### config.mk
export PLATFORM = sky130hd
export DESIGN_NAME = pbgci_top
export DESIGN_NICKNAME = d
export VERILOG_FILES = /design/src/pbgci_pkg.sv /design/src/pbgci_top.sv
export SDC_FILE = /design/constraint.sdc
export NUM_CORES = 1
export LEC_CHECK = 0
export BUFFER_PORTS_ARGS = -buffer_cell sky130_fd_sc_hd__buf_4
export CORE_MARGIN = 5
export CORE_UTILIZATION = 34
export CTS_BUF_LIST = sky130_fd_sc_hd__clkbuf_8
export CTS_CLUSTER_DIAMETER = 50
export DETAILED_ROUTE_END_ITERATION = 7
export PLACE_DENSITY = 0.59
export SYNTH_ARGS = -nofsm -noshare
export SYNTH_HDL_FRONTEND = slang
export SYNTH_SLANG_ARGS = --single-unit
### constraint.sdc
create_clock -name pclk -period 1.9 [get_ports pclk]
set_clock_uncertainty 0.1 [all_clocks]
set_input_delay 0.095 -clock pclk [delete_from_list [all_inputs] [get_ports pclk]]
set_output_delay 0.095 -clock pclk [all_outputs]
set_load 0.01 [all_outputs]
### src/pbgci_pkg.sv
// constants shared by the port b gpio change interrupt block
package pbgci_pkg;
	// register index width; byte address is four times the index
	localparam int IDX_W = 9;
	localparam logic [IDX_W-1:0] IDX_PORT_DATA = 9'h006;
	localparam logic [IDX_W-1:0] IDX_OPTION = 9'h081;
	localparam logic [IDX_W-1:0] IDX_DIRECTION = 9'h086;
	localparam logic [IDX_W-1:0] IDX_INTERRUPT_CONTROL_REG = 9'h00b;
	localparam logic [IDX_W-1:0] IDX_BIT_SET = 9'h00c;
	localparam logic [IDX_W-1:0] IDX_BIT_CLR = 9'h00d;
	localparam logic [IDX_W-1:0] IDX_IRQ_STATUS = 9'h00e;
	localparam logic [IDX_W-1:0] IDX_IRQ_MASK = 9'h00f;
	// index bit that selects the mirrored bank
	localparam int MIRROR_BIT = 8;

	// values after reset
	localparam logic [7:0] OPTION_RST = 8'hff;
	localparam logic [7:0] DIRECTION_RST = 8'hff;
	localparam logic [7:0] INTERRUPT_CONTROL_REG_RST = 8'h00;
	localparam logic [7:0] IRQ_STATUS_RST = 8'h00;
	localparam logic [7:0] IRQ_MASK_RST = 8'h00;
	localparam logic [7:0] REFERENCE_RST = 8'h00;

	// field positions
	localparam int PULLUP_N_BIT = 7;
	localparam int CHANGE_FLAG_BIT = 0;
	localparam int CHANGE_EN_BIT = 3;
	localparam int CHANGE_LO = 4;
	localparam int CHANGE_HI = 7;
	localparam int PROG_PIN_BIT = 4;
	localparam int STAT_CHANGE_BIT = 0;
	localparam logic [3:0] UPPER_ALL_IN = 4'hf;
endpackage

### src/pbgci_top.sv
// port b gpio with pull-ups, change interrupt and apb register slave
// How it works
// direction bit one tri-states the pin driver, pin becomes input.
// direction bit zero drives the pin from its output latch.
// an enabled alternate function may override pin direction.
// port reads return sampled pin levels; writes update the latch.
// bit set and clear writes merge new bits into sampled pin levels, then store latch.
// option bit seven, active low, enables all weak pull-ups.
// pull-up is forced off on any pin configured as output.
// option resets to all ones, so pull-ups start disabled.
// only upper four input pins take part in change detection.
// upper inputs compared with reference taken at last port access.
// mismatches are ored into change flag, interrupt control bit zero.
// a set change flag can wake the device from sleep.
// any port read or write reloads the reference, ending mismatch.
// mismatch keeps setting the flag; handler reads port, then clears.
// a change landing on a port read edge may be missed.
// software should not poll the port while using change interrupts.
// low voltage programming fuse disables pin four change and pull-up.
// direction resets to all inputs; data latch keeps its value.
// registers answer identically at both mirrored bank addresses.
`timescale 1ns/1ps
module pbgci_top import pbgci_pkg::*; #(
	parameter int ADDR_W = 12,
	parameter int PINS = 8
) (
	input wire logic pclk,
	input wire logic presetn,
	input wire logic psel,
	input wire logic penable,
	input wire logic pwrite,
	input wire logic [ADDR_W-1:0] paddr,
	input wire logic [31:0] pwdata,
	output logic [31:0] prdata,
	output logic pready,
	output logic pslverr,
	input wire logic [PINS-1:0] pin_in,
	output logic [PINS-1:0] pin_out,
	output logic [PINS-1:0] pin_oe,
	output logic [PINS-1:0] pullup_on,
	input wire logic [PINS-1:0] alt_enable,
	input wire logic [PINS-1:0] alt_oe,
	input wire logic [PINS-1:0] alt_out,
	input wire logic low_volt_prog_fuse,
	output logic low_volt_prog_pin,
	output logic wake_request,
	output logic irq
);

	////////////////////////////////////////////////////////////////////////
	// declarations
	logic [PINS-1:0] pin_meta_reg;
	logic [PINS-1:0] pin_sync_reg;
	logic fuse_meta_reg;
	logic fuse_sync_reg;
	logic [PINS-1:0] latch_reg;
	logic [PINS-1:0] latch_next;
	logic [PINS-1:0] direction_reg;
	logic [7:0] option_reg;
	logic [7:0] interrupt_control_reg_reg;
	logic [7:0] irq_status_reg;
	logic [7:0] irq_mask_reg;
	logic [PINS-1:0] reference_reg;
	logic [31:0] prdata_reg;
	logic pslverr_reg;
	logic [PINS-1:0] dir_eff;
	logic [3:0] mismatch;
	logic any_mismatch;
	logic setup;
	logic access;
	logic wr;
	logic rd;
	logic port_touch;
	logic [PINS-1:0] prog_mask;

	// strips the mirror bit so both banks land on one register
	function automatic logic hit(input logic [ADDR_W-1:0] a, input logic [IDX_W-1:0] idx);
		logic [IDX_W-1:0] i;
		i = a[IDX_W+1:2];
		i[MIRROR_BIT] = 1'b0;
		return i == idx;
	endfunction

	// known register test, used only for the slave error
	function automatic logic mapped(input logic [ADDR_W-1:0] a);
		return hit(a, IDX_PORT_DATA) | hit(a, IDX_OPTION) | hit(a, IDX_DIRECTION)
			| hit(a, IDX_INTERRUPT_CONTROL_REG) | hit(a, IDX_BIT_SET) | hit(a, IDX_BIT_CLR)
			| hit(a, IDX_IRQ_STATUS) | hit(a, IDX_IRQ_MASK);
	endfunction

	////////////////////////////////////////////////////////////////////////
	// pin and fuse synchronisers; nothing reads the first stage
	always_ff @(posedge pclk or negedge presetn) begin
		if (!presetn) begin
			pin_meta_reg <= '0;
			pin_sync_reg <= '0;
			fuse_meta_reg <= 1'b0;
			fuse_sync_reg <= 1'b0;
		end else begin
			pin_meta_reg <= pin_in;
			pin_sync_reg <= pin_meta_reg;
			fuse_meta_reg <= low_volt_prog_fuse;
			fuse_sync_reg <= fuse_meta_reg;
		end
	end

	////////////////////////////////////////////////////////////////////////
	// apb phase decode; every access completes without wait states
	assign setup = psel & ~penable;
	assign access = psel & penable;
	assign wr = access & pwrite;
	assign rd = access & ~pwrite;
	assign pready = access;
	assign port_touch = access & (hit(paddr, IDX_PORT_DATA) | hit(paddr, IDX_BIT_SET)
		| hit(paddr, IDX_BIT_CLR));

	// read data captured in setup so prdata comes from a flop
	always_ff @(posedge pclk or negedge presetn) begin
		if (!presetn) begin
			prdata_reg <= '0;
			pslverr_reg <= 1'b0;
		end else if (setup) begin
			pslverr_reg <= ~mapped(paddr);
			prdata_reg <= '0;
			if (hit(paddr, IDX_PORT_DATA))
				prdata_reg[PINS-1:0] <= pin_sync_reg;
			if (hit(paddr, IDX_OPTION))
				prdata_reg[7:0] <= option_reg;
			if (hit(paddr, IDX_DIRECTION))
				prdata_reg[PINS-1:0] <= direction_reg;
			if (hit(paddr, IDX_INTERRUPT_CONTROL_REG))
				prdata_reg[7:0] <= interrupt_control_reg_reg;
			if (hit(paddr, IDX_IRQ_STATUS))
				prdata_reg[7:0] <= irq_status_reg;
			if (hit(paddr, IDX_IRQ_MASK))
				prdata_reg[7:0] <= irq_mask_reg;
		end
	end
	assign prdata = prdata_reg;
	assign pslverr = access & pslverr_reg;

	////////////////////////////////////////////////////////////////////////
	// output latch: bit set and clear merge into sampled pins, so input bits pick up pin levels
	always_comb begin
		latch_next = latch_reg;
		if (wr && hit(paddr, IDX_PORT_DATA))
			latch_next = pwdata[PINS-1:0];
		else if (wr && hit(paddr, IDX_BIT_SET))
			latch_next = pin_sync_reg | pwdata[PINS-1:0];
		else if (wr && hit(paddr, IDX_BIT_CLR))
			latch_next = pin_sync_reg & ~pwdata[PINS-1:0];
	end

	// no reset: content survives resets, unknown after power-up
	always_ff @(posedge pclk) begin
		latch_reg <= latch_next;
	end

	////////////////////////////////////////////////////////////////////////
	// direction and option registers
	always_ff @(posedge pclk or negedge presetn) begin
		if (!presetn) begin
			direction_reg <= DIRECTION_RST;
			option_reg <= OPTION_RST;
		end else begin
			if (wr && hit(paddr, IDX_DIRECTION))
				direction_reg <= pwdata[PINS-1:0];
			if (wr && hit(paddr, IDX_OPTION))
				option_reg <= pwdata[7:0];
		end
	end

	////////////////////////////////////////////////////////////////////////
	// pin drivers; alternate functions take over direction and data
	assign prog_mask = fuse_sync_reg ? (PINS'(1) << PROG_PIN_BIT) : '0;
	assign low_volt_prog_pin = fuse_sync_reg & pin_sync_reg[PROG_PIN_BIT];
	genvar g;
	generate
		for (g = 0; g < PINS; g++) begin : g_pin
			assign dir_eff[g] = alt_enable[g] ? ~alt_oe[g] : direction_reg[g];
			assign pin_oe[g] = ~dir_eff[g];
			// gated by direction so an unknown latch stays off pin_out on input pins
			assign pin_out[g] = alt_enable[g] ? (alt_out[g] & alt_oe[g])
				: (latch_reg[g] & ~direction_reg[g]);
			// pull-up only on inputs, global active-low enable
			assign pullup_on[g] = ~option_reg[PULLUP_N_BIT] & dir_eff[g]
				& ~prog_mask[g];
		end
	endgenerate

	////////////////////////////////////////////////////////////////////////
	// change comparison on upper inputs against the last sampled reference
	assign mismatch = (pin_sync_reg[CHANGE_HI:CHANGE_LO] ^ reference_reg[CHANGE_HI:CHANGE_LO])
		& dir_eff[CHANGE_HI:CHANGE_LO]
		& ~prog_mask[CHANGE_HI:CHANGE_LO];
	assign any_mismatch = |mismatch;

	// reference reloads on every port access; a change in that same edge
	// is absorbed and not flagged, which is accepted behaviour
	always_ff @(posedge pclk or negedge presetn) begin
		if (!presetn)
			reference_reg <= REFERENCE_RST;
		else if (port_touch)
			reference_reg <= pin_sync_reg;
	end

	////////////////////////////////////////////////////////////////////////
	// interrupt control: flag set by mismatch wins over a software clear
	always_ff @(posedge pclk or negedge presetn) begin
		if (!presetn) begin
			interrupt_control_reg_reg <= INTERRUPT_CONTROL_REG_RST;
		end else begin
			if (wr && hit(paddr, IDX_INTERRUPT_CONTROL_REG))
				interrupt_control_reg_reg <= pwdata[7:0];
			if (any_mismatch && !port_touch)
				interrupt_control_reg_reg[CHANGE_FLAG_BIT] <= 1'b1;
		end
	end
	// the handler must read the port before clearing, or the flag returns
	assign wake_request = interrupt_control_reg_reg[CHANGE_FLAG_BIT] & interrupt_control_reg_reg[CHANGE_EN_BIT];

	// sticky status, cleared by reading it; a new event beats the clear
	always_ff @(posedge pclk or negedge presetn) begin
		if (!presetn) begin
			irq_status_reg <= IRQ_STATUS_RST;
			irq_mask_reg <= IRQ_MASK_RST;
		end else begin
			if (rd && hit(paddr, IDX_IRQ_STATUS))
				irq_status_reg <= '0;
			if (any_mismatch && !port_touch)
				irq_status_reg[STAT_CHANGE_BIT] <= 1'b1;
			if (wr && hit(paddr, IDX_IRQ_MASK))
				irq_mask_reg <= pwdata[7:0];
		end
	end
	assign irq = |(irq_status_reg & irq_mask_reg);
endmodule

Word level (Yosys, flattened, before mapping). Index checks and enable logic that the tools add are counted.

Register bits after elaboration: 76. Input bits: 82. Output and inout port bits: 61. Word-level logic and storage cells: 160.

Eq/ne operators: 8. Multiplexer cells: 30. Bitwise gates (word level): 93. Reductions and logical operators: 15.

Operators by type and width (count): $mux 8 (9); $and 1x1->1 (40); $eq 8x4->1 const B (5); $not 1->1 (33); $mux 1 (20); $eq 8x8->1 const B (2); $logic_and 1x1->1 (9); $or 1x1->1 (9); $and 1x8->8 (1); $and 4x4->4 (2); $and 8x8->8 (1); $eq 8x3->1 const B (1); $not 8->8 (1); $or 8x8->8 (1); $reduce_or 8->1 (1); $mux 5 (1); $not 1->4 (1); $reduce_bool 2->1 (2); $reduce_or 4->1 (1); $xor 4x4->4 (1); $not 1->1 const A (3); $reduce_bool 3->1 (1); $logic_not 1->1 (1).

Depth between registers and ports, before layout.
Depth in word-level cells: 9. Mapped depth: 6. Depth with buffers taken out: 5.

Worst setup path after synthesis. OpenSTA, ideal clock, no wires.

Path type: in2reg. From: input paddr[8]. To: register latch_reg[0], enable pin. Setup time: 371 ps. Data arrival time: 1246 ps. Data required time: 1429 ps. Slack: 183 ps. Stages on the path: 3. Path buffers: 0. Path through: nor4_2 -> o2111ai_1 -> nor2_1.

Longest elaborated chain between the ends: 3. Elaborated cells between the ends (all ways): 7. Classes of those cells: eq/ne (3); reduce/logical (4).

RTL lines: start: declaration (RTL line pbgci_top.sv:32) `input wire logic [ADDR_W-1:0] paddr,`; $eq 8x3->1 / $eq 8x4->1 (equally long branches) (RTL line pbgci_top.sv:81) `return i == idx;`; $logic_and 1x1->1, on equally long branches (RTL line pbgci_top.sv:146, pbgci_top.sv:148, pbgci_top.sv:150); $reduce_bool 3->1 (no line) *; end signal: assignment (RTL line pbgci_top.sv:156) `latch_reg <= latch_next;`; end: declaration (RTL line pbgci_top.sv:56) `logic [PINS-1:0] latch_reg;`.

Mark *: on every way between the ends. The rest lies on a longest branch, timed or not. A chain may end at the register's enable or synchronous reset.

Worst setup path after layout.
From: register direction_reg[4]. To: register interrupt_control_reg_reg[0].

Longest elaborated chain between the ends: 6. Elaborated cells between the ends (all ways): 7. Classes of those cells: mux (2); bitwise (2); reduce/logical (3).

RTL lines: start: declaration (RTL line pbgci_top.sv:58) `logic [PINS-1:0] direction_reg;`; start signal: assignment (RTL line pbgci_top.sv:167) `direction_reg <= pwdata[PINS-1:0];`; $mux 1 * (RTL line pbgci_top.sv:180) `assign dir_eff[g] = alt_enable[g] ? ~alt_oe[g] : direction_reg[g];`; $and 4x4->4 * (RTL line pbgci_top.sv:194) `& dir_eff[CHANGE_HI:CHANGE_LO]`; $and 4x4->4 * (RTL line pbgci_top.sv:195) `& ~prog_mask[CHANGE_HI:CHANGE_LO];`; $reduce_or 4->1 * (RTL line pbgci_top.sv:196) `assign any_mismatch = |mismatch;`; $logic_and 1x1->1 * (RTL line pbgci_top.sv:215) `if (any_mismatch && !port_touch)`; $mux 1 / $reduce_bool 2->1 (equally long branches); end signal: assignment (RTL line pbgci_top.sv:214) `interrupt_control_reg_reg <= pwdata[7:0];`; end: declaration (RTL line pbgci_top.sv:60) `logic [7:0] interrupt_control_reg_reg;`.

Marks and branches as above.

==> run_results.csv <==
group,metric,value,unit
floorplanning,die_w,112,microns
clock_tree,cts_htree_levels,3,
synth,synth_edf_count,8,
synth,yosysUniqueCellTypes,45,
power_and_ir_drop,p_sw,0.854,mW
routing,drt_iter0_markers,96,
placed_design,portBuffers,90,
routing,drt-total-wl,9060,microns
timing,worst_pin_slew,0.496,ns
power_and_ir_drop,p_int,2.57,mW
critical_path,crit_top_cell,"buf_4",
synth,synthArstFlopShare,0.889,
power_and_ir_drop,power_frac_comb,0.130,
power_and_ir_drop,leakage,2.26,nW
cells_and_area,final_area,4880,sq um
clock_tree,insertion_delay,0.34,ns
synth,syn-cell-area,3570,sq um
min_path,hp-class,"input port to register",
timing,timing.fmax,557,MHz
routing,drc,0,
critical_path,r2r_end,"interrupt_control_reg_reg[0]",
critical_path,path_max_fanout,3,
floorplanning,io_pins,143,
critical_path,r2r_slack,0.10,ns
timing,fin_setup_tns,0,ns
synth,synth.most_common_cell,"dfrtp_1",
floorplanning,core-area,10300,sq um
job,cap_viol_max_count,0,
clock_tree,tritoncts,"done",
floorplanning,rows,37,
global_routing,grtUsageTotal,0.143,
critical_path,slowest_delay,0.55,ns
placed_design,place_area,4460,sq um
floorplanning,die_y,112,microns
timing,hold_viol,0,
cells_and_area,syn_to_final_growth,36.7,%
routing,detail-route-antenna-nets,0,
critical_path,crit_path_end,"interrupt_control_reg_reg[0]",
timing,rsz0062_at_grt,"no",
routing,wl_per_cell,15.3,microns
critical_path,worst-setup-path-type,"register to register",
floorplanning,die_area,12600,sq um
outcome,status,"complete, no violations",
clock_tree,cts.sinks,72,
synth,syn_area_per_cell,11.1,sq um
synth,synthCells,322,
critical_path,required,2.06,ns
critical_path,ff2ff_path_depth,6,
critical_path,crit_family,"compound AO/OA/AOI/OAI gates",
routing,vias,2883,
timing,setup_violations,0,
critical_path,rr_startpoint,"direction_reg[4]",
timing,layout_setup_ws,0.104,ns
timing,slew_viol_final,0,
routing,viasPerCell,4.85,
power_and_ir_drop,sw_frac_of_total,0.249,
critical_path,critPathSlowestCell,"dfstp_2",
cells_and_area,final_nets,535,
routing,dr.pass1.iters,6,
synth,ys_ff_latch,72,
synth,yosysWarnings,0,
clock_tree,postCtsSetupBuffers,0,
clock_tree,clkTransAtPathRegs,0.08,ns
global_routing,overflow,0,
critical_path,path_depth,6,
global_routing,grt_max_degree,37,
clock_tree,ctsLongestPathBuffers,2,
global_routing,grt_first_pass_wirelength,14400,microns
clock_tree,cts_made_buffers,9,
critical_path,crit_buf_inv,2,
timing,post-route-period-util,0.945,
clock_tree,root_buffer,"clkbuf_8",
timing,slew_headroom,0.665,
synth,synth.yosys.seq_area_share,0.522,
critical_path,cp-start-kind,"register",
placed_design,pre_cts_slack,-0.0372,ns
critical_path,cp-end-kind,"register",
critical_path,arrival,1.96,ns
cells_and_area,drive_above_1_share,0.410,
timing,period_minus_slack,1.80,ns
critical_path,critPathLaunch,"direction_reg[4]",
power_and_ir_drop,ir_drop,281,uV
power_and_ir_drop,seqPwrFrac,0.473,
synth,synth_top_area_cell,"dfrtp_1",
critical_path,cp_cell_sequence,"nor2_1 -> a2111oi_1 -> buf_4 -> o41ai_1 -> buf_4 -> o211ai_1",
floorplanning,start_util,0.347,
global_routing,antenna_found_initial,0,
synth,synth.top_cell.area_share,0.337,
cells_and_area,n_antenna_cell,0,
placed_design,gp_congestion,0.765,
synth,ys.flop_type,"dfrtp_1",
synth,synthTopCellsByCount,"dfrtp_1 (48), mux2_2 (36), o21ai_0 (29)",
power_and_ir_drop,p_clk_frac,0.398,
power_and_ir_drop,powerDensity,703,nW/um^2
placed_design,dpl.hpwl,6920,microns
synth,yosys-top-cells-area,"dfrtp_1 (34%), dfstp_2 (12%), mux2_2 (11%)",
global_routing,grt_pass1_vias,2862,
==> kinds of logic (layout without fill, tap and decap cells) <==
group / after synthesis / count (layout) / synth area share
buffers and inverters: 49 / 162 / 0.0789
AO/OA/AOI/OAI: 78 / 78 / 0.146
other: 1 / 24 / 0.00105
multiplexers: 38 / 38 / 0.119
XOR/XNOR: 5 / 5 / 0.0123
flip-flops: 72 / 72 / 0.522
AND/OR/NAND/NOR: 79 / 79 / 0.121
==> how the worst min path moves through the flow <==
stage | endpoint | cells past startpoint | from | slack (ns)
3_3_place_gp | irq_mask_reg[2] | 1 | presetn | -0.02
6_report | irq_status_reg[0] | 4 | psel | 0.04
3_5_place_dp | irq_mask_reg[2] | 1 | presetn | -0.01
2_1_floorplan | fuse_meta_reg | 0 | presetn | -0.30
5_1_grt | irq_status_reg[0] | 4 | psel | 0.06
4_1_cts | irq_status_reg[0] | 4 | psel | 0.03
==> worst reg2reg max path: cells and delay by family (launching register included) <==
kind | cells | cell delay, ns
compound gates | 3 | 0.61
buf+inv | 2 | 0.38
flops | 1 | 0.55
simple gates | 1 | 0.08
==> repair_timing <==
item / 4_1_cts / 5_1_grt
endpoints found under the setup margin: 2 / 0
endpoints found under the hold margin: 114 / 0
gates resized for setup: 1 / 0
hold buffers: 19 / 0
==> power groups by stage <==
stage	clock network [mW]	logic, mW	registers [mW]
after global routing	1.48	0.486	1.63
final	1.36	0.444	1.62
after detailed placement	0	0.415	1.65
after floorplan	0	0.212	1.64
after global placement	0	0.407	1.65
after CTS	1.40	0.447	1.62
==> metal layers <==
metal	vias to the layer above	routed length, microns	track usage
met2	102	4460	0.240
met4	0	95	0.0441
met3	8	636	0.0340
met5	-	0	0
li1	1378	-	-
met1	1395	3870	0.182
==> final cells by class <==
cell class	instances	area (sq um)
Fill cell	955	5400
Clock inverter	7	101
Inverter	13	48.8
Sequential cell	72	1860
Multi-Input combinational cell	224	1510
Clock buffer	9	124
Tap cell	136	170
Timing Repair Buffer	133	1060
==> metrics by stage <==
step           utilization  instances  total power [mW]  hold slack [ns]
4_1_cts              0.475        594              3.47           0.0312
5_1_grt              0.475        594              3.60           0.0589
3_3_place_gp         0.434        559              2.06          -0.0176
2_1_floorplan            -        345              1.85           -0.301
6_report             0.475        594              3.43           0.0386
3_5_place_dp         0.434        559              2.06          -0.0130
==> layout by cell type, fill, tap and decap left out, drive strengths merged, types with 5 or more instances in the layout <==
master / synthesis / layout
buf: 31 / 114
dfrtp: 48 / 48
mux2: 36 / 36
o21ai: 29 / 29
nand2: 29 / 29
conb: 1 / 24
nor2: 20 / 20
dlygate4sd3: 0 / 19
dfstp: 16 / 16
inv: 13 / 16
a21oi: 9 / 9
clkbuf: 5 / 9
a22oi: 8 / 8
edfxtp: 8 / 8
a32o: 7 / 7
a221oi: 7 / 7
a21o: 6 / 6
xnor2: 5 / 5
nand2b: 5 / 5
(Power assumes the default switching activity.)
